==> src/sync_slave_regs.vh <==
/*
  register offsets, field positions, reset values for the synchronous
  slave serial unit. assumes inclusion by bare name from the design file.
*/
`ifndef SYNC_SLAVE_REGS_VH
`define SYNC_SLAVE_REGS_VH

// register offsets (3-bit address)
`define OFS_BAUD_CONTROL   3'h0
`define OFS_INTERRUPT_CTRL 3'h1
`define OFS_PERIPH_IRQ_EN  3'h2
`define OFS_PERIPH_IRQ_FLG 3'h3
`define OFS_RX_STATUS_CTRL 3'h4
`define OFS_TX_DATA        3'h5
`define OFS_TX_STATUS_CTRL 3'h6
`define OFS_RX_DATA        3'h7

// receive status/control fields
`define RS_SERIAL_PORT_ENABLE_BIT  7
`define RS_RX9_BIT   6
`define RS_SINGLE_RECEIVE_ENABLE_BIT  5
`define RS_CONTINUOUS_RECEIVE_ENABLE_BIT  4
`define RS_OVERRUN_ERROR_FLAG_BIT  1
`define RS_RECEIVED_NINTH_BIT_BIT  0
// transmit status/control fields
`define TS_CLOCK_SOURCE_SELECT_BIT  7
`define TS_TX9_BIT   6
`define TS_TXEN_BIT  5
`define TS_SYNC_BIT  4
`define TS_TRMT_BIT  1
`define TS_TX9D_BIT  0
// baud control fields
`define BC_RCIDL_BIT 6
`define BC_CLOCK_POLARITY_SELECT_BIT  4
// interrupt control fields
`define IC_GIE_BIT   7
`define IC_PERIPHERAL_IRQ_ENABLE_BIT  6
// peripheral enable / flag fields
`define PF_RCI_BIT   5
`define PF_TXI_BIT   4

// reset values
`define RST_RX_STATUS  8'h00
`define RST_TX_STATUS  8'h02
`define RST_BAUD_CTRL  8'h00
`define RST_INT_CTRL   8'h00
`define RST_PIE        8'h00
`define RST_PINSEL     2'h0

// receive fifo depth and interrupt vector
`define RX_FIFO_DEPTH  2'h2
`define IRQ_VECTOR     12'h004

`endif

==> src/sync_serial_slave_sleep.v <==
/*
  synchronous slave serial unit: shift registers clocked by the external
  master's clock pin (sampled and edge-detected on clk), two-deep receive
  fifo, buffered transmit, wake-up and interrupt request toward the cpu.
  assumes: clk keeps running in sleep (it models the external clock path),
  the master's clock is far slower than clk, register port per house bus.
*/
`timescale 1ns/10ps
`include "sync_slave_regs.vh"

//////////////////////////////////////////////////////////////////////////////
// Contract
// slave receive: continuous enable keeps receiver always active, never idle
// single-receive enable ignored in slave mode
// character arriving in sleep moves from shift register into receive fifo
// receive flag with enable wakes the cpu to the next instruction
// after wake with global enable, branch to vector 004h
// software sets sync and port enable, clears clock source and analog
// receive flag sets at completion; request only if receive enable set
// software reads ninth bit first, then the low 8 bits
// clearing continuous enable or port enable clears overrun; port resets unit
// in sleep only synchronous slave mode keeps shifting
// shift registers clocked only by the master's clock pin
// software drains receive buffer before sleep to clear the flag
// in sleep full word clocked in sets receive flag and wakes cpu
// software fills shift register and buffer before sleep
// software sets transmit and peripheral enables before sleep
// word shifted out: buffered byte loads, transmit flag sets, wakes cpu
// buffer then accepts a new byte; writing it clears transmit flag
// slave transmit takes clock pin edges and drives data pin
// pin locations relocatable through pin select, defined reset default
// two-entry fifo; third character sets overrun, keeps data, blocks receive
// nine-bit receive shifts nine bits; ninth bit of oldest character
// slave selected by sync, no clock source, port enable; receive enables pick
// two writes before sleep: first shifts, second waits, flag stays clear
// transmit changes on one clock edge, receive samples on the opposite
module sync_serial_slave_sleep (
  input  wire       clk,
  input  wire       srst,
  input  wire [2:0] addr,
  input  wire [7:0] wdata,
  input  wire       wr,
  input  wire       rd,
  output reg  [7:0] rdata,
  input  wire       sleeping,
  input  wire [1:0] alternate_pin_select,
  output reg  [1:0] pin_location,
  input  wire       clock_pin,
  input  wire       data_pin_in,
  output reg        data_pin_out,
  output reg        data_pin_oe_n,
  output reg        wake,
  output reg        irq_request,
  output reg [11:0] irq_vector
);

  reg [7:0] rx_status;
  reg [7:0] tx_status;
  reg [7:0] baud_control_reg;
  reg [7:0] interrupt_control;
  reg [7:0] peripheral_irq_enable_one;
  reg       receive_irq_flag;
  reg       transmit_irq_flag;
  reg [8:0] fifo [0:1];
  reg       fifo_head;
  reg [1:0] fifo_count;
  reg       overrun_error_flag;
  reg [8:0] receive_shift_register;
  reg [3:0] rx_bits;
  reg [8:0] transmit_shift_register;
  reg [3:0] tx_bits;
  reg       tsr_full;
  reg [8:0] transmit_data_buffer;
  reg       txbuf_full;
  reg       ck_s1;
  reg       ck_s2;
  reg       ck_prev;
  reg       dt_s1;
  reg       dt_s2;

  wire [7:0] peripheral_irq_flags_one;
  wire       serial_port_enable;
  wire       continuous_receive_enable;
  wire       nine_bit_receive_select;
  wire       nine_bit_transmit_select;
  wire       clock_polarity_select;
  wire       slave_mode;
  wire       receiving;
  wire       transmitting;
  wire       ck_rise;
  wire       ck_fall;
  wire       shift_edge;
  wire       sample_edge;
  wire [3:0] rx_len;
  wire [3:0] tx_len;
  wire       rx_done;
  wire       tx_done;
  wire       rx_read;
  wire       tx_write;
  wire       fifo_push;
  wire [8:0] rx_word;
  wire [8:0] fifo_top;
  wire       rx_event;
  wire       tx_event;
  wire       pending;

  //////////////////////////////////////////////////////////////////////////
  // configuration decode

  // character length in bits, nine when the ninth bit is selected
  function [3:0] char_len;
    input nine;
    begin
      char_len = nine ? 4'h9 : 4'h8;
    end
  endfunction

  assign serial_port_enable        = rx_status[`RS_SERIAL_PORT_ENABLE_BIT];
  assign continuous_receive_enable = rx_status[`RS_CONTINUOUS_RECEIVE_ENABLE_BIT];
  assign nine_bit_receive_select   = rx_status[`RS_RX9_BIT];
  assign nine_bit_transmit_select  = tx_status[`TS_TX9_BIT];
  assign clock_polarity_select     = baud_control_reg[`BC_CLOCK_POLARITY_SELECT_BIT];
  // master mode is not built, so it never shifts, awake or asleep
  assign slave_mode = serial_port_enable & tx_status[`TS_SYNC_BIT] &
                      ~tx_status[`TS_CLOCK_SOURCE_SELECT_BIT];   // see
  // single-receive enable takes no part in receiving; set, it blocks transmit
  assign receiving    = slave_mode & continuous_receive_enable; // see
  assign transmitting = slave_mode & ~continuous_receive_enable &
                        ~rx_status[`RS_SINGLE_RECEIVE_ENABLE_BIT];

  assign peripheral_irq_flags_one = {2'h0, receive_irq_flag,
                                     transmit_irq_flag, 4'h0};

  //////////////////////////////////////////////////////////////////////////
  // external clock: synchronise, then find edges

  always @(posedge clk) begin
    if (srst) begin
      ck_s1   <= 1'b0;
      ck_s2   <= 1'b0;
      ck_prev <= 1'b0;
      dt_s1   <= 1'b0;
      dt_s2   <= 1'b0;
    end else begin
      ck_s1   <= clock_pin;
      ck_s2   <= ck_s1;
      ck_prev <= ck_s2;
      dt_s1   <= data_pin_in;
      dt_s2   <= dt_s1;
    end
  end

  assign ck_rise = ck_s2 & ~ck_prev;
  assign ck_fall = ~ck_s2 & ck_prev;
  // idle-low clock: drive on rising, sample on falling; inverted if set
  assign shift_edge  = clock_polarity_select ? ck_fall : ck_rise;
  assign sample_edge = clock_polarity_select ? ck_rise : ck_fall;

  assign rx_len   = char_len(nine_bit_receive_select);
  assign tx_len   = char_len(nine_bit_transmit_select);
  assign rx_word  = receive_shift_register;
  // overrun blocks further characters
  assign rx_done  = receiving & sample_edge & ~overrun_error_flag &
                    (rx_bits == rx_len - 4'h1);          // see
  assign tx_done  = transmitting & tsr_full & shift_edge &
                    (tx_bits == tx_len);
  assign rx_read  = rd & (addr == `OFS_RX_DATA);
  assign tx_write = wr & (addr == `OFS_TX_DATA);
  assign fifo_push = rx_done & (fifo_count != `RX_FIFO_DEPTH);
  assign fifo_top  = fifo[fifo_head];

  //////////////////////////////////////////////////////////////////////////
  // receive path

  always @(posedge clk) begin
    if (srst | ~serial_port_enable) begin
      rx_bits                <= 4'h0;
      receive_shift_register <= 9'h000;
      fifo_head              <= 1'b0;
      fifo_count             <= 2'h0;
      overrun_error_flag     <= 1'b0;
      fifo[0]                <= 9'h000;
      fifo[1]                <= 9'h000;
    end else begin
      if (~receiving) begin
        rx_bits <= 4'h0;
      end else if (sample_edge & ~overrun_error_flag) begin
        // lsb first: bits enter at the top of the character width
        if (nine_bit_receive_select) begin
          receive_shift_register <= {dt_s2, receive_shift_register[8:1]};
        end else begin
          receive_shift_register <= {1'b0, dt_s2,
                                     receive_shift_register[7:1]};
        end
        rx_bits <= rx_done ? 4'h0 : rx_bits + 4'h1;
      end
      // clearing continuous enable clears the overrun
      if (~continuous_receive_enable) begin
        overrun_error_flag <= 1'b0;
      end else if (rx_done & (fifo_count == `RX_FIFO_DEPTH) & ~rx_read) begin
        overrun_error_flag <= 1'b1;
      end
      if (fifo_push) begin  // see
        if (nine_bit_receive_select) begin
          fifo[fifo_head ^ fifo_count[0]] <= {dt_s2,
                                              receive_shift_register[8:1]};
        end else begin
          fifo[fifo_head ^ fifo_count[0]] <= {1'b0, dt_s2,
                                              receive_shift_register[7:1]};
        end
      end
      if (rx_read & (fifo_count != 2'h0)) begin
        fifo_head <= ~fifo_head;
      end
      fifo_count <= fifo_count + {1'b0, fifo_push} -
                    {1'b0, rx_read & (fifo_count != 2'h0)};
    end
  end

  //////////////////////////////////////////////////////////////////////////
  // transmit path

  always @(posedge clk) begin
    if (srst | ~serial_port_enable) begin
      transmit_shift_register <= 9'h000;
      tx_bits                 <= 4'h0;
      tsr_full                <= 1'b0;
      transmit_data_buffer    <= 9'h000;
      txbuf_full              <= 1'b0;
      data_pin_out            <= 1'b0;
      data_pin_oe_n           <= 1'b1;
    end else begin
      data_pin_oe_n <= ~(transmitting & tx_status[`TS_TXEN_BIT]);
      if (tx_write) begin
        transmit_data_buffer <= {tx_status[`TS_TX9D_BIT], wdata};
      end
      // first write goes straight to the shift register
      if (~tsr_full & (txbuf_full | tx_write)) begin
        transmit_shift_register <= txbuf_full ? transmit_data_buffer :
                                   {tx_status[`TS_TX9D_BIT], wdata};
        tsr_full   <= 1'b1;
        tx_bits    <= 4'h0;
        txbuf_full <= txbuf_full & tx_write;
      end else if (tx_done) begin
        transmit_shift_register <= transmit_data_buffer;
        tsr_full   <= txbuf_full;
        tx_bits    <= 4'h0;
        txbuf_full <= tx_write;
      end else begin
        if (tx_write) begin
          txbuf_full <= 1'b1;
        end
        if (transmitting & tsr_full & shift_edge) begin
          data_pin_out            <= transmit_shift_register[0];
          transmit_shift_register <= {1'b0, transmit_shift_register[8:1]};
          tx_bits                 <= tx_bits + 4'h1;
        end
      end
    end
  end

  //////////////////////////////////////////////////////////////////////////
  // flags, wake and interrupt request

  assign rx_event = fifo_count != 2'h0;
  // flag stays clear while the second word waits
  assign tx_event = ~txbuf_full & ~tx_write;  // see
  assign pending  =
    (receive_irq_flag & peripheral_irq_enable_one[`PF_RCI_BIT]) |
    (transmit_irq_flag & peripheral_irq_enable_one[`PF_TXI_BIT] &
     interrupt_control[`IC_PERIPHERAL_IRQ_ENABLE_BIT]);

  always @(posedge clk) begin
    if (srst) begin
      receive_irq_flag  <= 1'b0;
      transmit_irq_flag <= 1'b0;
      wake              <= 1'b0;
      irq_request       <= 1'b0;
      irq_vector        <= 12'h000;
      pin_location      <= `RST_PINSEL;
    end else begin
      // a push in the read cycle keeps the flag set
      receive_irq_flag  <= rx_event | fifo_push;  // see
      transmit_irq_flag <= tx_event;
      wake              <= sleeping & pending;     // see
      irq_request       <= pending & interrupt_control[`IC_GIE_BIT];
      irq_vector        <= `IRQ_VECTOR;
      pin_location      <= alternate_pin_select;
    end
  end

  //////////////////////////////////////////////////////////////////////////
  // register port

  always @(posedge clk) begin
    if (srst) begin
      rx_status                 <= `RST_RX_STATUS;
      tx_status                 <= `RST_TX_STATUS;
      baud_control_reg          <= `RST_BAUD_CTRL;
      interrupt_control         <= `RST_INT_CTRL;
      peripheral_irq_enable_one <= `RST_PIE;
    end else if (wr) begin
      case (addr)
        `OFS_BAUD_CONTROL: begin
          baud_control_reg <= {1'b0, 1'b0, 1'b0, wdata[4], 4'h0};
        end
        `OFS_INTERRUPT_CTRL: begin
          interrupt_control <= wdata;
        end
        `OFS_PERIPH_IRQ_EN: begin
          peripheral_irq_enable_one <= wdata;
        end
        `OFS_RX_STATUS_CTRL: begin
          rx_status <= {wdata[7:2], 2'h0};
        end
        `OFS_TX_STATUS_CTRL: begin
          tx_status <= {wdata[7:2], 1'b0, wdata[0]};
        end
        default: begin
        end
      endcase
    end
  end

  always @(posedge clk) begin
    if (srst) begin
      rdata <= 8'h00;
    end else if (rd) begin
      case (addr)
        `OFS_BAUD_CONTROL:   rdata <= baud_control_reg |
                                      {1'b0, ~receiving, 6'h00};
        `OFS_INTERRUPT_CTRL: rdata <= interrupt_control;
        `OFS_PERIPH_IRQ_EN:  rdata <= peripheral_irq_enable_one;
        `OFS_PERIPH_IRQ_FLG: rdata <= peripheral_irq_flags_one;
        // ninth bit of the oldest unread character
        `OFS_RX_STATUS_CTRL: rdata <= {rx_status[7:2], overrun_error_flag,
                                       fifo_top[8]};
        `OFS_TX_STATUS_CTRL: rdata <= {tx_status[7:2], ~tsr_full,
                                       tx_status[0]};
        `OFS_RX_DATA:        rdata <= fifo_top[7:0];
        default:             rdata <= 8'h00;
      endcase
    end else begin
      rdata <= 8'h00;
    end
  end

endmodule // sync_serial_slave_sleep

==> config.mk <==
export PLATFORM = sky130hd
export DESIGN_NAME = sync_serial_slave_sleep
export DESIGN_NICKNAME = d
export VERILOG_FILES = /design/src/sync_serial_slave_sleep.v
export VERILOG_INCLUDE_DIRS = /design/src /design/src/src
export SDC_FILE = /design/constraint.sdc
export NUM_CORES = 1
export LEC_CHECK = 0
export BUFFER_PORTS_ARGS = -buffer_cell sky130_fd_sc_hd__buf_4
export CAP_MARGIN = 20
export CORE_MARGIN = 5
export CORE_UTILIZATION = 35
export CTS_CLUSTER_SIZE = 30
export DETAILED_ROUTE_END_ITERATION = 6
export HOLD_SLACK_MARGIN = 0.05
export SYNTH_ARGS = -nofsm -noshare
export SYNTH_HDL_FRONTEND = slang
export SYNTH_SLANG_ARGS = --single-unit
==> constraint.sdc <==
create_clock -name clk -period 4.86 [get_ports clk]
set_input_delay 1.215 -clock clk [delete_from_list [all_inputs] [get_ports clk]]
set_output_delay 1.215 -clock clk [all_outputs]
set_load 0.01 [all_outputs]
==> summary by stage, run 1 <==
Logic synthesis
By area, the combinational part of the netlist is dominated by simple AND/OR/NAND/NOR gates. After synthesis, the share of flip-flops with an asynchronous set or reset is 0%. The sequential cell area fraction in the yosys report is 48.1%. The cell count after synthesis is ~520. For this run, the number of Yosys warnings is 0. In this run, synthesis inferred 18 flip-flops with an integrated enable. Dividing the synthesized area by the synthesized cell count gives approximately 9.5 um2. The synthesized netlist devotes 13.0% of its cell area to compound gates. The mapped netlist covers roughly 5000 um2. Of the total synthesized cell area, the portion taken by XOR and XNOR cells is 0.526%. The synthesized design contains 111 register bits. The post-synthesis share of cell area spent on and, or, nand and nor gates is between 20% and 30%.

The number of different library cells used by synthesis comes to 58. The multiplexer share of the synthesized area is 12.0%. The synthesized netlist devotes less than 1% of its cell area to adder and majority cells.

The flip-flop cell with the highest count after synthesis is sky130_fd_sc_hd__dfxtp_1.

Clock network
The total clock buffers created by CTS is 9. The clock transition at the register clock pins on the worst setup and hold paths after CTS is 0.08 ns. The clock reaches the later pin of the worst-skew pair after around 0.35 ns. After clock tree synthesis, the setup repair step added 0 buffers. TritonCTS built the clock tree.

In this run the deepest clock path goes through 2 buffers. The tree is rooted in a sky130_fd_sc_hd__clkbuf_16. CTS saw ~110 sinks. In this run the number of H-tree levels came out at 3.

The quantity of gates resized following cts is 0. In this run, post-CTS hold repair placed 0 buffers.

Global route
The wire length of the first global-routing pass is 18300 um. The residual overflow from global routing is 0. The number of antenna violations at the first check in global routing is 0. The overall track demand over capacity in global routing is 13.9%. The via count of the first global-routing pass is approximately 3600. Entering global routing, the biggest net connects 43 pins.

Route
The average wire per cell in the routed design is between 15 and 20 um. The first detailed-routing pass took 5 iterations. After the first detailed-routing iteration, the DRC count stood at 480. The count of antenna-violating nets left after detailed routing is 0.

The detailed router placed about 3700 vias in this run. The aggregate routed wire length is around 11000 um. For this run, design rule violations remaining after detail routing come to 0. After detailed routing, the number of vias per cell comes to a little over 5.

Placed design
The count of buffers added on input and output ports is 34. After legalization and detailed placement, the total HPWL measured ~8000 um. OpenSTA, run right after detailed placement, puts the worst setup slack at approximately 1.7 ns. Counting tap cells, the placed design contains a total of roughly 700 instances. Routability-driven placement finished with a final weighted congestion of about 0.86.

Layout
The number of flip-flops in the largest register is 18. After the flow finishes, the layout carries non-filler instances totaling around 720. The final layout contains roughly 560 nets.

The count of inserted antenna diode cells is 0. The post-route netlist has between 10% and 20% of its cells at a drive strength greater than 1. Counting flops per register, the top entry is fifo. The area growth from synthesis to layout is 11.6%. The utilization of the core after routing is between 30 and 40%. The number of inserted filler cells in the final layout is roughly 1400.

The top cell types in the final layout, fill and taps aside, are sky130_fd_sc_hd__dfxtp_1, sky130_fd_sc_hd__nand2_1, sky130_fd_sc_hd__nor2_1, sky130_fd_sc_hd__mux2i_1, sky130_fd_sc_hd__a21oi_1. The library cell used most frequently in the layout, excluding fill and tap cells, is sky130_fd_sc_hd__dfxtp_1. The largest registers in the layout are fifo (18), transmit_data_buffer (9), transmit_shift_register (9).

Min path
The worst min-delay path endpoint is ck_s2. Along the worst hold path, the cell count comes to 1. In this run the most critical hold path is launched from ck_s1. The min-delay analysis places its worst path in the category flip-flop to flip-flop.

Power and ir drop
Summed over all cells, the static leakage comes to between 2 and 2.5 nW. The total power density per cell area is just over 300 nW/um2. The maximum VDD drop is approximately 0.17 mV.

STA
The worst setup slack after layout is around 2.0 ns. The routed design could run at a clock period as short as about 2.8 ns. The aggregate negative setup slack is 0 ns.

Setup repair after global routing left no endpoint under its margin. At the pin with the least slew margin, the transition time is about 1.1 ns. The hold slack is 0.441 ns.

The maximum clock frequency is 354 MHz. On the final layout, the worst clock skew is roughly 0.011 ns. The tightest slew margin relative to the limit is between 20 and 30%. The final number of hold-violating endpoints was 0.

The final max-slew violation count came to 0. Setup violations remaining at the end of the flow were counted as 0. The part of the cycle the worst path needs is 58.0%.

Setup path
The worst setup path is launched from a primary input. STA classifies the critical path endpoint as a flip-flop. The worst register-to-register path has a depth of 5.

Tracing the worst setup path back leads to its startpoint at addr[2]. Setup slack on the worst reg-to-reg path comes out at between 2 and 2.5 ns. In this run the worst path has a maximum fanout of 29. Data on the critical path is required at its endpoint by roughly 5.1 ns. The origin of the critical flop-to-flop path is baud_control_reg[4]. The end of the worst register-to-register path is fifo[1][2]. The data arrival time at the worst-slack endpoint is about 3.0 ns. The critical path is of the primary input to flip-flop type.

Die
The top-level I/O count is 46. The horizontal die dimension is roughly 130 um. The floorplan step set the die height to between 100 and 150 um.

Once the floorplan was initialized, standard cells occupied 35.8% of the core. The die covers 16800 um2. In this run the core area contains 43 standard-cell rows. The total area inside the core boundary comes to ~14000 um2.

Run status
The flow ran to the end, and the final reports show no timing, DRC or antenna violations.

Run
The max-cap check violation count is 0.
-- worst max-delay path by stage --
stage | slack [ns] | depth (start not counted) | end
floorplan | 2.20 | 5 | fifo[0][0]
global placement | 1.70 | 6 | transmit_shift_register[8]
detailed placement | 1.68 | 6 | fifo[1][0]
CTS | 2.05 | 6 | transmit_shift_register[8]
global route | 1.88 | 6 | transmit_shift_register[8]
finish | 2.04 | 6 | transmit_shift_register[8]
-- power by group --
part	total [W]	internal (W)	switching, W
Clock	0.000685	0.000348	0.000337
Combinational	0.0000925	0.0000350	0.0000574
Sequential	0.000950	0.000942	0.00000790
Total	0.00173	0.00133	0.000402
-- critical path, cell delays in order --
cell and delay (ns):
sky130_fd_sc_hd__buf_4 0.26, sky130_fd_sc_hd__and4b_1 0.58, sky130_fd_sc_hd__o21bai_2 0.24, sky130_fd_sc_hd__and2_1 0.33, sky130_fd_sc_hd__a221oi_1 0.31, sky130_fd_sc_hd__nor2_1 0.06
-- cells by family after synthesis --
family                   Yosys count
adder cells (fa/ha/maj)            3
buffers and inverters             43
flip-flops                       111
XOR/XNOR                           3
other                              1
AO/OA/AOI/OAI                     98
AND/OR/NAND/NOR                  206
multiplexers                      59
-- final cells by class --
cell class,instances,area [um2],area share (%)
Clock inverter,7,48.8,0.876
Timing Repair Buffer,35,263,4.72
Sequential cell,111,2400,43.1
Multi-Input combinational cell,380,2400,43.1
Inverter,2,7.51,0.135
Tap cell,180,225,4.04
Clock buffer,9,225,4.04
-- Yosys cell counts, drive strengths merged, types with 3 or more instances --
cell type	n	share of area [%]
a211oi	3	0.45
a21oi	48	4.8
a221oi	7	1.2
a31oi	4	0.50
a32oi	3	0.53
and2	19	2.4
and3	4	0.50
and3b	4	0.70
buf	23	3.1
clkbuf	18	1.4
dfxtp	93	37
edfxtp	18	11
ha	3	0.75
mux2	6	1.4
mux2i	53	11
nand2	68	5.4
nand2b	3	0.38
nand3	9	0.90
nand3b	3	0.45
nor2	66	5.1
nor2b	12	1.5
nor3	6	1.1
o21ai	11	1.1
o221a	3	0.68
o22a	5	0.88
-- per-layer routing --
metal	global-route usage, %	part of all wire [%]	vias up
met3	3.42	5.0	14
met5	0	0	-
met1	19.6	49	1777
li1	-	-	1844
met2	21.1	45	88
met4	4.22	1.7	0
-- metrics by stage --
stage	cell area (um2)	total power, W
6_report	5570	0.00173
4_1_cts	5570	0.00175
3_3_place_gp	5300	0.00106
2_1_floorplan	5030	0.00103
3_5_place_dp	5300	0.00106
5_1_grt	5570	0.00179
No activity file was read; power rests on OpenSTA's default activity.
==> run 2: changes to the inputs <==
- clock period: 4.86 -> 2.35 ns (I/O delays scaled with it)
==> run 2 against run 1 <==
  * Clock power increased by 120%
  * Critical endpoint is now fifo[0][2]
  * First-iteration DRC count decreased by 42%
  * Cell area increased by 2.5%
  * Sequential share of layout area decreased by 1.1 points
  * Total power increased by 110%
  * Global-route usage increased by 0.63 points
  * Worst hold slack got worse by 0.0038 ns
  * Highest routed layer unchanged
  * Routed wire length increased by 4.8%
==> summary by stage, run 2 (same netlist as run 1, synthesis figures left out) <==
Run status
The flow ran to the end, and the final reports show no timing, DRC or antenna violations.

STA
The transition time at the pin with the least slew margin is 0.527 ns (-0.554 ns). The clock skew came to 0.00845 ns (-0.00263 ns). The final count of negative-setup-slack endpoints was 0 (unchanged). The tightest slew margin relative to the limit is 64.8% (+37 points). The worst setup slack after layout is 0.228 ns (-1.81 ns). The final max-slew violation count is 0 (unchanged). The final number of hold-violating endpoints came to 0 (unchanged). Setup repair after global routing left no endpoint under its margin. The aggregate negative setup slack is 0 ns (unchanged).

Static timing analysis puts the maximum clock frequency at 471 MHz. The final critical path time including I/O delays and setup is roughly 2.1 ns. The part of the cycle the worst path needs is around 90%.

Layout
The net count of the finished layout was 577 (+2.7%). The count of inserted antenna diode cells came to 0 (unchanged). The library cells used most frequently in the layout, excluding fill and tap cells, are sky130_fd_sc_hd__dfxtp_1, sky130_fd_sc_hd__nand2_1, sky130_fd_sc_hd__nor2_1, sky130_fd_sc_hd__mux2i_1, sky130_fd_sc_hd__buf_4. The fraction of layout instances using a drive strength above 1 is 15.7% (+2.7 points). The largest registers in the layout are fifo (18), transmit_data_buffer (9), transmit_shift_register (9).

The number of flip-flops in the largest register came to 18 (unchanged). The final standard cell area without fillers is 5710 um2 (+2.5%). Relative to the synthesized area, the layout overhead comes to 14.4%. The register with the highest flop count is fifo. The library cell used most frequently in the layout, excluding fill and tap cells, is sky130_fd_sc_hd__dfxtp_1. The utilization of the core after routing is 41.0% (+1.0 points).

Die
The initial core utilization is 35.8% (unchanged). The core outline area is 13900 um2 (unchanged). The full die area came to 16800 um2 (unchanged). The number of cell rows is 43 (unchanged).

The chip height is 129 um (unchanged). The horizontal die dimension is 129 um (unchanged). The top-level I/O count is 46 (unchanged).

Clock network
The TritonCTS clock tree is built. The quantity of gates resized following cts is 0 (unchanged). The clock tree root buffer cell is sky130_fd_sc_hd__clkbuf_16. The number of sinks driven by the clock tree is 111 (unchanged). The level count of the clock H-tree was 3 (unchanged). The total clock buffers created by CTS came to 9 (unchanged).

The setup fix buffers added after clock tree synthesis is 0 (unchanged). The number of hold buffers added after CTS is 0 (unchanged). The maximum buffer depth of the clock tree is 2 (unchanged). The clock transition at the register clock pins on the worst setup and hold paths after CTS was 0.07 ns (about the same). The source-to-sink clock delay at the later pin of the worst-skew pair is 0.35 ns (about the same).

Global route
The residual overflow from global routing came to 0 (unchanged). The overall track demand over capacity in global routing came to 14.5% (+0.63 points). The wire length of the first global-routing pass is 19100 um (+4.5%).

The via count of the first global-routing pass was 3669 (+3.1%). The pin count of the biggest net entering global routing is 41 (-4.7%). The number of antenna violations at the first check in global routing is 0 (unchanged).

Setup path
The origin of the critical flop-to-flop path is baud_control_reg[4]. The data arrival time at the worst-slack endpoint is 2.12 ns (-0.90 ns). The maximum net fanout on the critical path came to 9 (-69%). The kind of start point of the critical path is a flip-flop.

The end of the worst register-to-register path is fifo[0][2]. The data required time of the critical path is 2.35 ns (-2.71 ns). The category of the worst setup path capture point is a flip-flop.

By startpoint and endpoint, the worst setup path is classified as flip-flop to flip-flop. The setup slack on the worst flop-to-flop path is 0.23 ns (-1.95 ns). The depth of the most critical reg-to-reg path was 5 (unchanged).

Route
The overall via count from detail_route is 3762 (+1.0%). The total DRC errors in the routed layout is 0 (unchanged). The aggregate routed wire length was 11800 um (+4.8%). The DRC marker count from the first detailed-route iteration is 277 (-42%). The post-detailed-route via-to-cell ratio is 5.09 (-1.0%). The average wire per cell in the routed design is 16.0 um (+2.7%). The count of antenna-violating nets left after detailed routing came to 0 (unchanged). The number of iterations in the first detailed-routing pass is 4 (-1).

Placed design
The cell area reported after detailed placement was 5410 um2 (+2.1%). The detailed-placement wirelength estimate is 8450 um (+5.8%). The worst-case setup slack after placement is 0.230 ns (-1.45 ns). The count of buffers from port buffering is 34 (unchanged).

The weighted congestion reported at the end of routability-driven placement was 0.807 (-6.6%).

Min path
The path type of the worst min-delay path is primary input to flip-flop. The worst hold path begins at sleeping. The worst min-delay path endpoint is wake. The instance count along the most critical hold path is 2 (+1).

Power and ir drop
The leakage dissipation came to 2.15 nW (+5.0%). The maximum VDD drop was 0.364 mV (+120%). The total power density per cell area is 649 nW/um2 (+110%).

Run
The max-cap check violation count is 0 (unchanged).
run 2: critical path: stages, from the launching register on:
cell and delay (ns):
sky130_fd_sc_hd__dfxtp_1 0.39, sky130_fd_sc_hd__nor4b_4 0.37, sky130_fd_sc_hd__o21a_1 0.28, sky130_fd_sc_hd__nand2_8 0.11
sky130_fd_sc_hd__nor3_4 0.19, sky130_fd_sc_hd__nand2b_1 0.42
run 2: layout make-up:
cell class / count / area, um2
tap: 180 / 225
multi-input combinational: 380 / 2400
fill: 1359 / 8220
timing repair buffer: 50 / 375
clock inverter: 4 / 25.0
inverter: 2 / 7.51
clock buffer: 12 / 278
sequential: 111 / 2400
run 2: routing by layer:
metal | GRT usage, % | vias to the layer above | wire, um
met5 | 0 | - | 0
met4 | 4.95 | 0 | 226
met3 | 3.05 | 17 | 664
met2 | 22.7 | 98 | 5420
met1 | 20.0 | 1771 | 5510
li1 | - | 1876 | -
run 2: how the worst max path moves through the flow:
stage / from / end / cells past startpoint
3_5_place_dp: baud_control_reg[4] / fifo[0][3] / 5
2_1_floorplan: srst / fifo[0][0] / 5
6_report: baud_control_reg[4] / fifo[0][2] / 5
4_1_cts: baud_control_reg[4] / fifo[0][2] / 5
5_1_grt: rx_bits[0] / fifo[0][7] / 5
3_3_place_gp: addr[1] / fifo_count[0] / 7
run 2: report_power, final:
group,switching (W),internal (W),leakage [nW]
sequential,0.0000156,0.00195,0.973
clock,0.000699,0.000842,0.154
combinational,0.000123,0.0000792,1.02
run 2: metrics by stage:
stage | hold slack [ns] | cells | power, W
2_1_floorplan | 0.383 | 534 | 0.00214
3_3_place_gp | 0.435 | 723 | 0.00221
3_5_place_dp | 0.438 | 723 | 0.00221
4_1_cts | 0.430 | 739 | 0.00374
5_1_grt | 0.439 | 739 | 0.00385
6_report | 0.437 | 739 | 0.00371
==> run 3: changes to the inputs <==
- MAX_ROUTING_LAYER: not set -> met4
==> run 3 against run 2 <==
  * Maximum frequency increased by 0.19%
  * Clock skew grew 0.0042 ns
  * Total power rose by 3.7%
  * Sequential share of layout area down 0.25 points
  * Combinational power is 2% higher
  * Non-clock buffer count up 1
  * Critical path depth unchanged
  * Highest routed layer unchanged
==> summary by stage, run 3 (same netlist as run 1, synthesis figures left out) <==
Run status
The flow ran to the end, and the final reports show no timing, DRC or antenna violations.

Power and ir drop
The total power density per cell area is 669 nW/um2 (+3.1%). The overall power consumption is 0.00384 W (+3.7%). The leakage dissipation was 2.16 nW (+0.67%). The maximum VDD drop is 0.340 mV (-6.6%).

Die
The full die area is 16800 um2 (unchanged). The initial core utilization was 35.8% (unchanged). The top-level I/O count is 46 (unchanged). The horizontal die dimension is 129 um (unchanged).

The number of cell rows is 43 (unchanged). The core outline area is 13900 um2 (unchanged). The chip height is 129 um (unchanged).

STA
The final max-slew violation count was 0 (unchanged). The final number of hold-violating endpoints is 0 (unchanged). The part of the cycle the worst path needs came to 90.1% (-0.17 points). The final critical path time including I/O delays and setup is 2.12 ns (-0.00411 ns). The worst setup slack after layout is 0.233 ns (+0.00411 ns). The tightest slew margin relative to the limit is 64.6% (-0.25 points). The maximum clock frequency was 472 MHz (+0.19%). The transition time at the pin with the least slew margin is 0.530 ns (+0.00332 ns). The aggregate negative setup slack is 0 ns (unchanged). The final count of negative-setup-slack endpoints came to 0 (unchanged). The clock skew is 0.0127 ns (+0.00424 ns). Setup repair after global routing left no endpoint under its margin.

Layout
The area growth from synthesis to layout is 15.1%. The number of flip-flops in the largest register is 18 (unchanged). The fraction of layout instances using a drive strength above 1 came to 15.9% (+0.15 points). The net count of the finished layout is 578 (+0.17%).

The register with the highest flop count is fifo. The most common cell after layout, fill and taps aside is sky130_fd_sc_hd__dfxtp_1. The largest registers in the layout are fifo (18), transmit_data_buffer (9), transmit_shift_register (9).

The utilization of the core after routing came to 41.2% (+0.24 points). In the layout the commonest cells are sky130_fd_sc_hd__dfxtp_1, sky130_fd_sc_hd__nand2_1, sky130_fd_sc_hd__nor2_1, sky130_fd_sc_hd__mux2i_1, sky130_fd_sc_hd__buf_4. The count of inserted antenna diode cells is 0 (unchanged).

Setup path
The number of stages on the worst setup path is 5 (unchanged). The cell with the largest stage delay on the worst path is sky130_fd_sc_hd__nand2b_1. The worst register-to-register path begins at baud_control_reg[4].

The data required time of the critical path is 2.35 ns (about the same). STA classifies the critical path startpoint as a flip-flop. The dominant delay contributor by cell family on the critical path is simple AND/OR/NAND/NOR gates. The critical path is of the flip-flop to flip-flop type.

The depth of the most critical reg-to-reg path was 5 (unchanged). The end of the worst register-to-register path is fifo[0][6]. The setup slack on the worst flop-to-flop path is 0.23 ns (about the same). The critical path ends at fifo[0][6]. The maximum net fanout on the critical path is 9 (unchanged). STA classifies the critical path endpoint as a flip-flop.

The maximum single-stage delay on the critical path is 0.42 ns (about the same). The worst path buffer plus inverter count is 0 (unchanged). The most critical setup path has its startpoint at baud_control_reg[4]. The critical path goes through nor4b_4 -> o21a_1 -> nand2_8 -> nor3_4 -> nand2b_1.

The data arrival time at the worst-slack endpoint is 2.12 ns (about the same).

Clock network
The clock transition at the register clock pins on the worst setup and hold paths after CTS is 0.08 ns (about the same). The level count of the clock H-tree was 3 (unchanged). The setup fix buffers added after clock tree synthesis is 0 (unchanged). The clock tree root buffer cell is sky130_fd_sc_hd__clkbuf_16. The number of sinks driven by the clock tree came to 111 (unchanged).

The source-to-sink clock delay at the later pin of the worst-skew pair came to 0.36 ns (about the same). The quantity of gates resized following cts is 0 (unchanged). The number of hold buffers added after CTS is 0 (unchanged). The total clock buffers created by CTS came to 9 (unchanged). TritonCTS built the clock tree. The maximum buffer depth of the clock tree is 2 (unchanged).

Route
The average wire per cell in the routed design came to 16.2 um (+1.4%). The post-detailed-route via-to-cell ratio is 5.13 (+0.85%). The aggregate routed wire length is 12000 um (+1.5%). The DRC marker count from the first detailed-route iteration came to 303 (+9.4%). The count of antenna-violating nets left after detailed routing is 0 (unchanged). The overall via count from detail_route was 3799 (+0.98%). The total DRC errors in the routed layout came to 0 (unchanged).

The number of iterations in the first detailed-routing pass is 4 (unchanged).

Min path
The path type of the worst min-delay path is primary input to flip-flop.

Placed design
The count of buffers from port buffering is 34 (unchanged). The detailed-placement wirelength estimate is 8450 um (about the same). The worst-case setup slack after placement is 0.247 ns (+0.0167 ns). The weighted congestion reported at the end of routability-driven placement was 0.816 (+1.2%).

Global route
The wire length of the first global-routing pass is 19500 um (+1.7%). The overall track demand over capacity in global routing is 15.3% (+0.75 points). The residual overflow from global routing is 0 (unchanged).

The via count of the first global-routing pass came to 3797 (+3.5%). The pin count of the biggest net entering global routing is 41 (unchanged). The number of antenna violations at the first check in global routing is 0 (unchanged).

Run
The max-cap check violation count came to 0 (unchanged).
==> run 3: through the flow <==
stage,hold WS (ns),cell area (um2),instances
3_3_place_gp,0.435,5420,724
4_1_cts,0.423,5750,740
6_report,0.435,5750,740
2_1_floorplan,0.383,5030,534
3_5_place_dp,0.422,5420,724
5_1_grt,0.437,5750,740
==> run 3: worst reg2reg max path: stages (launching register included) <==
cell and delay [ns]:
sky130_fd_sc_hd__dfxtp_1 0.39, sky130_fd_sc_hd__nor4b_4 0.37, sky130_fd_sc_hd__o21a_1 0.27, sky130_fd_sc_hd__nand2_8 0.11, sky130_fd_sc_hd__nor3_4 0.20, sky130_fd_sc_hd__nand2b_1 0.42
==> run 3: layout make-up <==
| type | count | area [um2] |
|---|---|---|
| sequential | 111 | 2400 |
| clock inverter | 6 | 78.8 |
| multi-input combinational | 380 | 2400 |
| fill | 1364 | 8190 |
| inverter | 2 | 7.51 |
| timing repair buffer | 51 | 383 |
| tap | 180 | 225 |
| clock buffer | 10 | 250 |
==> run 3: report_power, final <==
| group | switching (W) | leakage, nW | internal [W] | total, W |
|---|---|---|---|---|
| sequential | 0.0000149 | 0.973 | 0.00195 | 0.00196 |
| clock | 0.000756 | 0.163 | 0.000919 | 0.00168 |
| combinational | 0.000126 | 1.02 | 0.0000797 | 0.000206 |
| total | 0.000897 | 2.16 | 0.00295 | 0.00384 |
==> run 3: per-layer routing <==
| layer | GRT usage, % | vias up | routed length (um) |
|---|---|---|---|
| li1 | - | 1876 | - |
| met2 | 23.3 | 112 | 5530 |
| met3 | 3.42 | 9 | 760 |
| met4 | 5.32 | 0 | 159 |
| met1 | 20.1 | 1802 | 5560 |
| met5 | - | - | 0 |
==> run 3: worst min path at each step <==
stage	start	slack (ns)	cells after the start	end
6_report	sleeping	0.44	2	wake
5_1_grt	sleeping	0.44	2	wake
4_1_cts	data_pin_in	0.42	2	dt_s1
3_5_place_dp	ck_s1	0.42	1	ck_s2
3_3_place_gp	ck_s1	0.43	1	ck_s2
2_1_floorplan	tx_status[5]	0.38	1	data_pin_oe_n
